[src/edu_regs.svh]
/*
 holds the constants of the exception dispatch unit: vectors, entry sizes,
 entry shifts and the reset enable flag. assumes it is included by bare name after the package.
*/
`ifndef EDU_REGS_SVH
`define EDU_REGS_SVH
`define EDU_NMI_VECTOR      8'h02
`define EDU_ABORT_VECTOR    8'h08
`define EDU_NP_VECTOR       8'h0b
`define EDU_PF_VECTOR       8'h0e
`define EDU_RESERVED_TOP    8'h1f
`define EDU_REAL_ENTRY_SH   2
`define EDU_PROT_ENTRY_SH   3
`define EDU_REAL_ENTRY_RD   4'h4
`define EDU_PROT_ENTRY_RD   4'h8
`define EDU_RESET_IF        1'b0
`endif
[src/edu_pkg.sv]
/*
 types shared by the exception dispatch unit modules.
 assumes nothing beyond a standard compiler.
*/
`default_nettype none
package edu_pkg;
    typedef enum logic [1:0] {
        edu_cls_int_type,
        edu_cls_fault_type,
        edu_cls_trap_type,
        edu_cls_abort_type
    } edu_class_type;
    typedef enum logic [1:0] {
        edu_src_none_type,
        edu_src_nmi_type,
        edu_src_irq_type,
        edu_src_exc_type
    } edu_src_type;
endpackage : edu_pkg
`default_nettype wire

[src/edu_entry_if.sv]
/*
 carries the vector-to-table-entry request between the dispatcher and
 the address former. assumes one clock domain.
*/
`default_nettype none
interface edu_entry_if;
    logic [7:0]  vector;
    logic        prot_mode;
    logic [31:0] table_base;
    logic [31:0] entry_addr;
    logic [3:0]  entry_bytes;
    modport req (output vector, output prot_mode, output table_base,
                 input entry_addr, input entry_bytes);
    modport calc (input vector, input prot_mode, input table_base,
                  output entry_addr, output entry_bytes);
endinterface : edu_entry_if
`default_nettype wire

[src/edu_dispatch.sv]
/*
 exception dispatch unit: classifies pipeline exceptions, software
 interrupts and hardware interrupts, picks the return address and
 forms the handler table entry address. assumes the pipeline reports
 one exception per boundary and holds its inputs until dispatch_out.
*/
`default_nettype none
`include "edu_regs.svh"
module edu_dispatch (
    input  wire logic        mclk_in,
    input  wire logic        nrst_in,
    input  wire logic        boundary_in,
    input  wire logic [31:0] insn_start_in,
    input  wire logic [31:0] next_insn_in,
    input  wire logic        exc_valid_in,
    input  wire logic [7:0]  exc_vector_in,
    input  wire logic        exc_is_trap_in,
    input  wire logic        exc_severe_in,
    input  wire logic        not_present_in,
    input  wire logic        page_access_in,
    input  wire logic        soft_int_in,
    input  wire logic [7:0]  soft_vector_in,
    input  wire logic        maskable_irq_pin_in,
    input  wire logic        nmi_pin_in,
    input  wire logic        ack_done_in,
    input  wire logic [7:0]  ack_vector_in,
    input  wire logic        handler_return_opcode_in,
    input  wire logic        prot_mode_in,
    input  wire logic [31:0] table_base_in,
    input  wire logic        if_set_in,
    input  wire logic        if_clear_in,
    output logic             ack_cycle_out,
    output logic             dispatch_out,
    output logic             inhibit_commit_out,
    output logic [7:0]       vector_out,
    output edu_pkg::edu_class_type class_out,
    output logic [31:0]      return_addr_out,
    output logic [31:0]      entry_addr_out,
    output logic [3:0]       entry_bytes_out,
    output logic             processor_vector_out,
    output logic             int_enable_out,
    output logic             nmi_busy_out
);
    // *****************************
    // state
    // *****************************
    typedef enum logic [1:0] {
        edu_idle_type,
        edu_ack_type
    } edu_state_type;
    edu_state_type state_reg, state_next;
    logic        if_reg, if_next;
    logic        saved_if_reg, saved_if_next;
    logic        nmi_busy_reg, nmi_busy_next;
    logic        nmi_pend_reg, nmi_pend_next;
    logic        nmi_prev_reg;
    logic        disp_reg;
    logic [7:0]  vec_reg, vec_next;
    edu_pkg::edu_class_type cls_reg, cls_next;
    logic [31:0] ret_reg, ret_next;
    logic [31:0] ent_reg;
    logic [3:0]  ent_bytes_reg;
    logic        fire;
    edu_entry_if ent ();
    edu_entry_calc u_calc (.ent(ent));

    // *****************************
    // request decode
    // *****************************
    wire nmi_rise = nmi_pin_in & ~nmi_prev_reg;
    wire nmi_req = (nmi_rise | nmi_pend_reg) & ~nmi_busy_reg;
    wire irq_req = maskable_irq_pin_in & if_reg;
    wire idle = (state_reg == edu_idle_type);
    // faults must come before commit; the pipeline holds state meanwhile
    wire np_fault = not_present_in;
    wire exc_req = idle & (exc_valid_in | np_fault | soft_int_in);
    wire hw_ok = idle & boundary_in & ~exc_req;
    wire take_nmi = hw_ok & nmi_req;
    wire take_irq = hw_ok & ~nmi_req & irq_req;
    wire take_ack = (state_reg == edu_ack_type) & ack_done_in;
    wire [7:0] np_vec = page_access_in ? `EDU_PF_VECTOR : `EDU_NP_VECTOR;
    wire [7:0] exc_vec = exc_severe_in ? `EDU_ABORT_VECTOR :
                         np_fault ? np_vec :
                         exc_valid_in ? exc_vector_in : soft_vector_in;

    assign ent.vector = vec_next;
    assign ent.prot_mode = prot_mode_in;
    assign ent.table_base = table_base_in;

    always_comb begin
        state_next = state_reg;
        if_next = if_reg;
        saved_if_next = saved_if_reg;
        nmi_busy_next = nmi_busy_reg;
        nmi_pend_next = nmi_pend_reg | (nmi_rise & nmi_busy_reg);
        vec_next = vec_reg;
        cls_next = cls_reg;
        ret_next = ret_reg;
        fire = 1'b0;
        if (if_clear_in) begin
            if_next = 1'b0;
        end
        if (if_set_in) begin
            if_next = 1'b1;
        end
        case (state_reg)
            edu_idle_type: begin
                if (exc_req) begin
                    fire = 1'b1;
                    vec_next = exc_vec;
                    if (exc_severe_in) begin
                        cls_next = edu_pkg::edu_cls_abort_type;
                        ret_next = insn_start_in;
                    end else if (np_fault | (exc_valid_in & ~exc_is_trap_in)) begin
                        cls_next = edu_pkg::edu_cls_fault_type;
                        ret_next = insn_start_in;
                    end else begin
                        cls_next = edu_pkg::edu_cls_trap_type;
                        ret_next = next_insn_in;
                    end
                end else if (take_nmi) begin
                    fire = 1'b1;
                    vec_next = `EDU_NMI_VECTOR;
                    cls_next = edu_pkg::edu_cls_int_type;
                    ret_next = next_insn_in;
                    nmi_busy_next = 1'b1;
                    nmi_pend_next = 1'b0;
                end else if (take_irq) begin
                    state_next = edu_ack_type;
                    cls_next = edu_pkg::edu_cls_int_type;
                    ret_next = next_insn_in;
                end else if (handler_return_opcode_in) begin
                    if_next = saved_if_reg;
                    nmi_busy_next = 1'b0;
                end
            end
            edu_ack_type: begin
                if (take_ack) begin
                    fire = 1'b1;
                    vec_next = ack_vector_in;
                    state_next = edu_idle_type;
                end
            end
            default: begin
                state_next = edu_idle_type;
            end
        endcase
        if (fire) begin
            saved_if_next = if_reg;
            if_next = 1'b0;
        end
    end

    // *****************************
    // registers
    // *****************************
    always_ff @(posedge mclk_in) begin
        if (!nrst_in) begin
            state_reg <= edu_idle_type;
            if_reg <= `EDU_RESET_IF;
            saved_if_reg <= `EDU_RESET_IF;
            nmi_busy_reg <= 1'b0;
            nmi_pend_reg <= 1'b0;
            nmi_prev_reg <= 1'b0;
            disp_reg <= 1'b0;
            vec_reg <= 8'h00;
            cls_reg <= edu_pkg::edu_cls_int_type;
            ret_reg <= 32'h00000000;
            ent_reg <= 32'h00000000;
            ent_bytes_reg <= 4'h0;
        end else begin
            state_reg <= state_next;
            if_reg <= if_next;
            saved_if_reg <= saved_if_next;
            nmi_busy_reg <= nmi_busy_next;
            nmi_pend_reg <= nmi_pend_next;
            nmi_prev_reg <= nmi_pin_in;
            disp_reg <= fire;
            vec_reg <= vec_next;
            cls_reg <= cls_next;
            ret_reg <= ret_next;
            if (fire) begin
                ent_reg <= ent.entry_addr;
                ent_bytes_reg <= ent.entry_bytes;
            end
        end
    end

    // *****************************
    // outputs
    // *****************************
    // commit is blocked combinationally so a fault never retires its insn
    // soft ints and traps retire their insn, only faults and aborts block
    assign inhibit_commit_out = exc_req & (exc_severe_in | np_fault |
        (exc_valid_in & ~exc_is_trap_in));
    assign ack_cycle_out = (state_reg == edu_ack_type);
    assign dispatch_out = disp_reg;
    assign vector_out = vec_reg;
    assign class_out = cls_reg;
    assign return_addr_out = ret_reg;
    assign entry_addr_out = ent_reg;
    assign entry_bytes_out = ent_bytes_reg;
    assign processor_vector_out = (vec_reg <= `EDU_RESERVED_TOP);
    assign int_enable_out = if_reg;
    assign nmi_busy_out = nmi_busy_reg;
endmodule : edu_dispatch
`default_nettype wire

[src/edu_entry_calc.sv]
/*
 forms the handler table entry address and its size from the vector.
 assumes a stable request while the dispatcher samples the answer.
*/
`default_nettype none
`include "edu_regs.svh"
module edu_entry_calc (
    edu_entry_if.calc ent
);
    // *****************************
    // address arithmetic
    // *****************************
    wire [31:0] vec_ext = {24'h000000, ent.vector};
    wire [31:0] off_real = vec_ext << `EDU_REAL_ENTRY_SH;
    wire [31:0] off_prot = vec_ext << `EDU_PROT_ENTRY_SH;
    // wraps at 4 GB, as the linear address does
    assign ent.entry_addr = ent.table_base +
        (ent.prot_mode ? off_prot : off_real);
    assign ent.entry_bytes = ent.prot_mode ? `EDU_PROT_ENTRY_RD
                                           : `EDU_REAL_ENTRY_RD;
endmodule : edu_entry_calc
`default_nettype wire

[config.mk]
export PLATFORM = sky130hd
export DESIGN_NAME = edu_dispatch
export DESIGN_NICKNAME = d
export VERILOG_FILES = /design/src/edu_pkg.sv /design/src/edu_entry_if.sv /design/src/edu_dispatch.sv /design/src/edu_entry_calc.sv
export VERILOG_INCLUDE_DIRS = /design/src
export SDC_FILE = /design/constraint.sdc
export NUM_CORES = 1
export LEC_CHECK = 0
export BUFFER_PORTS_ARGS = -buffer_cell sky130_fd_sc_hd__buf_2
export CAP_MARGIN = 30
export CORE_UTILIZATION = 48
export CTS_BUF_LIST = sky130_fd_sc_hd__clkbuf_8
export CTS_CLUSTER_SIZE = 28
export DETAILED_ROUTE_END_ITERATION = 8
export PLACE_DENSITY = 0.83
export SKIP_CTS_REPAIR_TIMING = 1
export SLEW_MARGIN = 20
export SYNTH_ARGS = -nofsm -noshare
export SYNTH_HDL_FRONTEND = slang
export SYNTH_SLANG_ARGS = --single-unit
[constraint.sdc]
create_clock -name mclk_in -period 4.4 [get_ports mclk_in]
set_clock_uncertainty 0.15 [all_clocks]
set_input_delay 0.44 -clock mclk_in [delete_from_list [all_inputs] [get_ports mclk_in]]
set_output_delay 0.44 -clock mclk_in [all_outputs]
set_load 0.1 [all_outputs]
## Word level (Yosys, flattened, before mapping)

Index checks and enable logic that the tools add are counted.

- Bits in registers: 86
- Input port bits: 136
- Output and inout port bits: 84
- Logic and storage cells: 95

- Add/sub/neg operators: 1
- Order comparisons: 1
- Equality and inequality tests: 6
- Multiplexer cells: 42
- Bitwise operators: 26
- Reduce and logical (&&, ||, !) cells: 7

Operators by type and width:

| cell | number |
|---|---|
| $mux W32 | 5 |
| $mux W8 | 6 |
| $add A32 B11 Y32 | 1 |
| $mux W2 | 9 |
| $mux W1 | 16 |
| $pmux W8 S2 | 1 |
| $and A1 B1 Y1 | 13 |
| $mux W11 | 1 |
| $le A8 B5 Y1 const B | 1 |
| $reduce_and A4 Y1 | 2 |
| $or A1 B1 Y1 | 7 |
| $ne A2 B2 Y1 const B | 3 |
| $not A1 Y1 | 6 |
| $mux W4 | 1 |
| $ne A2 B1 Y1 const B | 2 |
| $pmux W2 S2 | 1 |
| $mux W3 | 1 |
| $reduce_bool A3 Y1 | 1 |
| $eq A2 B1 Y1 const B | 1 |
| $logic_not A2 Y1 | 1 |
| $pmux W1 S2 | 1 |
| $reduce_and A2 Y1 | 1 |
| $reduce_bool A2 Y1 | 1 |
| $reduce_or A2 Y1 | 1 |

## Depth between registers and ports, before layout

- Depth in word-level cells: 11
- Depth in mapped cells: 16
- Depth with buffers taken out: 15

## By module

A second synthesis with hierarchy kept.

- Cell total of the unflattened synthesis: 459
- Area total of the unflattened synthesis: 4573.1 um^2

By module, submodules not included:

| module | times used | cells each | area each (um^2) | sequential area each (um^2) |
|---|---|---|---|---|
| edu_dispatch | 1 | 327 | 3555.9 | 1701.6 |
| edu_entry_calc | 1 | 132 | 1017.2 | 0.0 |

## Worst setup path after synthesis

Ideal clock, no wire load.

- Path kind: register -> register
- Start: register state_reg[0]
- End: register ent_reg[28], in the netlist entry_addr_out[28]
- Library setup time: 0.133 ns
- Arrival: 3.738 ns
- Required time: 4.117 ns
- Setup slack: 0.380 ns
- Cell stages (with the launch flop): 16
- Buffers on the path: 3
- Period minus slack after synthesis: 4.020 ns
- Cell sequence: dfxtp_1 > clkbuf_1 > clkbuf_1 > a221oi_1 > a21oi_1 > nor2b_1 > ha_1 > inv_1 > fa_1 > nand2b_1 > a21oi_1 > o31ai_2 > buf_2 > a2111oi_2 > xnor2_1 > a21oi_1

- Word-level cells in the longest chain between the ends: 10
- Elaborated cells between the ends (all ways): 18
- Classes of those cells: 1 x add/sub; 1 x eq/ne; 9 x mux; 6 x bitwise; 1 x reduce/logical

RTL lines:

| element | RTL line | RTL |
|---|---|---|
| start: declaration | edu_dispatch.sv:51 | `edu_state_type state_reg, state_next;` |
| start signal: assignment | edu_dispatch.sv:159 | `state_reg <= edu_idle_type;` |
| start signal: assignment | edu_dispatch.sv:172 | `state_reg <= state_next;` |
| $logic_not A2 Y1 | edu_dispatch.sv:73, edu_dispatch.sv:106 |  |
| $and A1 B1 Y1 | edu_dispatch.sv:76 | `wire exc_req = idle & (exc_valid_in \| np_fault \| soft_int_in);` |
| $not A1 Y1 (no source line) | - |  |
| $and A1 B1 Y1 | edu_dispatch.sv:77 | `wire hw_ok = idle & boundary_in & ~exc_req;` |
| $and A1 B1 Y1 | edu_dispatch.sv:78 | `wire take_nmi = hw_ok & nmi_req;` |
| $mux W8 | edu_dispatch.sv:121 | `end else if (take_nmi) begin` |
| $mux W8 | edu_dispatch.sv:108 | `if (exc_req) begin` |
| $pmux W8 S2 | edu_dispatch.sv:106 | `case (state_reg)` |
| $mux W11 | edu_entry_calc.sv:18 | `(ent.prot_mode ? off_prot : off_real);` |
| $add A32 B11 Y32 | edu_entry_calc.sv:17 | `assign ent.entry_addr = ent.table_base +` |
| end signal: assignment | edu_dispatch.sv:183 | `ent_reg <= ent.entry_addr;` |
| end: declaration | edu_dispatch.sv:61 | `logic [31:0] ent_reg;` |

Parallel ways exist; a longest one is shown, timed or not.
A chain may end at the register's enable or synchronous reset.

## Worst setup path in the final report

- Start: register nmi_prev_reg
- End: register ent_reg[29], in the netlist entry_addr_out[29]

- Word-level cells in the longest chain between the ends: 10
- Elaborated cells between the ends (all ways): 13
- Classes of those cells: 1 x add/sub; 7 x mux; 5 x bitwise

RTL lines:

| element | RTL line | RTL |
|---|---|---|
| start: declaration | edu_dispatch.sv:56 | `logic nmi_prev_reg;` |
| start signal: assignment | edu_dispatch.sv:177 | `nmi_prev_reg <= nmi_pin_in;` |
| $not A1 Y1 * | edu_dispatch.sv:70 | `wire nmi_rise = nmi_pin_in & ~nmi_prev_reg;` |
| $and A1 B1 Y1 * | edu_dispatch.sv:70 |  |
| $or A1 B1 Y1 * | edu_dispatch.sv:71 | `wire nmi_req = (nmi_rise \| nmi_pend_reg) & ~nmi_busy_reg;` |
| $and A1 B1 Y1 * | edu_dispatch.sv:71 |  |
| $and A1 B1 Y1 * | edu_dispatch.sv:78 |  |
| $mux W8 | edu_dispatch.sv:121 |  |
| $mux W8 | edu_dispatch.sv:108 |  |
| $pmux W8 S2 | edu_dispatch.sv:106 |  |
| $mux W11 | edu_entry_calc.sv:18 |  |
| $add A32 B11 Y32 | edu_entry_calc.sv:17 |  |

Mark *: on every way between the ends. The rest lies on a longest branch, timed or not.

==> results list <==
- Max-cap violations in this run came to 0.
* Fraction of the yosys area taken by sequential cells: 0.3627
- Share of the synthesized area in the top cell type: 0.3627
* CP Cell Sequence: nand2b_1 -> a211oi_2 -> nor2_1 -> a2111oi_0 -> a21oi_1 -> mux2_2 -> ha_1 -> a21oi_1 -> o22ai_1 -> o21ai_1 -> a21oi_1 -> a21bo_2 -> a31oi_1
- DRC Markers: 0
* CP Data Arrival Time: 3.94 ns
* Worst Setup Start Kind: flip-flop
- The number of hold violations in the final report is 0.
- Via density: 5.387
- Number of storage elements in the synthesis netlist: 83
* Number of detailed-route iterations in the first pass: 6
- Counting flops with a built-in enable in the synthesized netlist gives 0.
- Cell accounting for the most synthesized area: dfxtp_1
- STA classifies the critical path endpoint as a flip-flop.
* Crit share post-route: 0.8664
- Across the VDD grid, the largest voltage drop is 0.2968 mV.
* Routability Congestion: 0.8268
- Number of warnings issued by yosys: 0
- Detailed router's first-iteration violation count: 166
- The critical path starts at nmi_prev_reg.
- Together, buffers and inverters on the worst path number 0.
- In this run the worst path has a maximum fanout of 10.
- Among all flip-flop cells after synthesis, the most frequent one is dfxtp_1.
* H-tree lvl count: 3
- Worst Max-Slew Pin Slew: 0.7554 ns
* Count of pins on the block boundary: 220
- For this run, the post-layout net count is 878.
- Final Critical Period: 3.812 ns
* Antenna fix cells: 0
* Maximum clock frequency: 0.2623 GHz
- Post-DRT Antenna Nets: 0
- XOR/XNOR Fraction of Synth Area: 0.04015
- LEAKAGE: 0.002895 uW
- Summing all non-filler instances in the final layout gives an area of 5977 sq um.
- At the worst endpoint, the required time is 4.52 ns.
* Simple-gate share of the synthesized area: 0.1661
- Of all flip-flops after synthesis, the portion carrying an async set or reset was 0.
- Measured along the y axis, the die boundary spans 99.69 um.
* Adder-cell share of the synthesized area: 0.02895
- Hold wc startpoint: nmi_pin_in
- Initial antenna violation count: 0
- Detailed placement ended at an HPWL of 9.688 mm.
* TritonCTS clock tree: done
- The flow ran to the end, and the final reports show no timing, DRC or antenna violations.
- The floorplan step defined a die boundary enclosing 9938 sq um.
- Via total after detailed routing: 4665
- After clock tree synthesis, the clock-pin slew on the worst setup and hold paths is 0.10 ns.
- FP Rows: 35
- Average wire per cell in the routed design: 14.56 um
- Total negative slack: 0 ns
- Setup repair after global routing left no endpoint under its margin.
- Fraction of final layout cells with drive strength greater than 1: 0.3718
* Top cells by area, synth: dfxtp_1 36%, mux2i_1 8.7%, a211oi_1 7.4%
- Largest delay share family, worst path: compound AO/OA/AOI/OAI gates
* Biggest cell delay along the critical path: 0.63 ns
- Netlist area before placement: 4581 sq um
- Horiz. Die Dim: 99.69 um
* Std-Cell Core Area: 9240 sq um
* Max clock buf depth: 2
- Clock Tree Root: clkbuf_8
- For this block, the routed nets add up to 12.61 mm of wire.
- The slowest stage of the critical path belongs to the cell o21ai_1.
* Pwr Density: 361.9 nW/um^2
- In this run the tightest slew margin relative to its limit is 0.4930.
* Main combinational cell family by area after synthesis: compound AO/OA/AOI/OAI gates
- Global route overflow: 0
* Wire length of the first global-routing pass: 20.10 mm
* Netlist cell types: 56
* Number of CTS-inserted buffers: 9
* Skew-Pair Late Insertion Delay: 0.35 ns
- Number of input and output port buffers inserted: 217
* Number of global-route vias before repair: 4473
- The portion of synthesized area spent on multiplexers is 0.1169.
- Number of sinks on the clock net: 83
* Cells after Synth: 529
- Initial Utilization: 0.4957
* Pin count of the biggest net entering global routing: 67
- In this run the cell area measured after placement is 5782 sq um.
- Register-to-Register Setup Slack: 0.59 ns
* Area Overhead vs Synth: 30.48%
- Final setup vio count: 0
* Most prevalent standard cell on the critical path: a21oi_1
- The max-slew violation count is 0.
* Post-synthesis compound-gate area fraction: 0.2382
* Startpoint-to-endpoint class of the critical path: reg -> reg
- A synthesized cell averages 8.659 sq um.
- The tightest min-delay check is of the in -> reg type.
* Critical register-to-register path startpoint: nmi_prev_reg
- Global Route Usage Sum: 0.2489
[cell usage in the layout, fill, tap and decap left out, drive strengths merged, types with 2 or more instances in the layout]
master	synthesis	final
nand3	14	14
clkbuf	23	9
dfxtp	83	83
conb	1	2
or3	3	3
nor3	6	6
a21boi	5	5
ha	9	9
a211oi	48	48
nand4b	2	2
o21a	5	5
a31oi	2	2
nand4	4	4
a22oi	4	4
inv	15	18
buf	14	228
nand2b	7	7
clkinvlp	0	2
nor4	5	5
mux2i	40	40
nand2	28	28
a21oi	49	49
nor2b	4	4
a221o	4	4
a21o	2	2
clkinv	0	2
a221oi	2	2
o22ai	3	3
and4	2	2
and2	12	12
a2111oi	4	4
o21ai	25	25
mux2	12	12
xnor2	20	20
nor2	60	60
[layout make-up]
cell class	count	area, sq um
Sequential cell	83	1662
Clock inverter	7	51.30
Clock buffer	9	123.9
Inverter	15	56.30
Timing Repair Buffer	228	1194
Fill cell	779	3263
Tap cell	129	161.4
Multi-Input combinational cell	395	2729
[cell families (layout without fill, tap and decap cells)]
logic type	after synthesis	count (layout)
AOI/OAI and AO/OA	159	159
xor gates and xnor gates	21	21
adders and majority gates	10	10
buffers and inverters	52	259
DFF	83	83
muxes	52	52
other	1	2
and+or+nand+nor	151	151
[layer usage]
layer,GRT usage,vias to the layer above,wire length (um)
met1,0.2850,2163,5222
met2,0.4594,164,6468
met4,0.06448,0,171
met3,0.06044,18,750
met5,0,-,0
li1,-,2320,-
[synthesized netlist by cell type, types with 3 or more instances]
library cell   n
nand2b_1       7
o21ai_0       23
a211oi_1      45
a21boi_0       5
inv_1         15
a211oi_2       3
buf_2          7
dfxtp_1       83
a22oi_1        4
buf_1          5
a21oi_1       49
mux2_2        12
or3_1          3
nor4_1         4
nor2b_1        4
o22ai_1        3
a221o_1        4
nand3_1       14
nor2_1        59
ha_1           9
and2_1        12
xnor2_1       20
mux2i_1       40
o21a_1         5
clkbuf_1      23
nand2_1       28
nor3_1         4
[power by group]
group | switching (uW) | total (uW) | internal, uW | leakage, uW
logic | 629 | 820 | 192 | 0.00212
clock network | 295 | 505 | 209 | 0.0000864
registers | 29.3 | 838 | 809 | 0.000690
total | 953 | 2160 | 1210 | 0.00289
[path summary, 6_finish.rpt]
kind	endpoint	cells past startpoint
hold reg to reg	entry_addr_out[2]	2
setup reg to reg	entry_addr_out[29]	13
setup / recovery	entry_addr_out[29]	13
hold / removal	nmi_prev_reg	2
[worst reg2reg max path: cells and delay by family (launching register included)]
kind,cells,cell delay [ns]
AND/OR/NAND/NOR,2,0.28
flip-flops,1,0.30
AO/OA/AOI/OAI,9,2.39
multiplexers,1,0.28
adder cells (fa/ha/maj),1,0.35
[metrics by stage]
step	util	setup slack [ns]	hold slack (ns)	power, uW	std cells
floorplan	-	0.3799	0.2857	1490	530
global placement	0.6219	0.2692	0.2907	1654	846
detailed placement	0.6257	0.2974	0.2946	1672	849
CTS	0.6447	0.6133	0.1475	2172	865
global route	0.6469	0.2429	0.1356	2256	866
finish	0.6469	0.5878	0.1563	2163	866
Note: power is estimated with default switching activity, not from simulation.
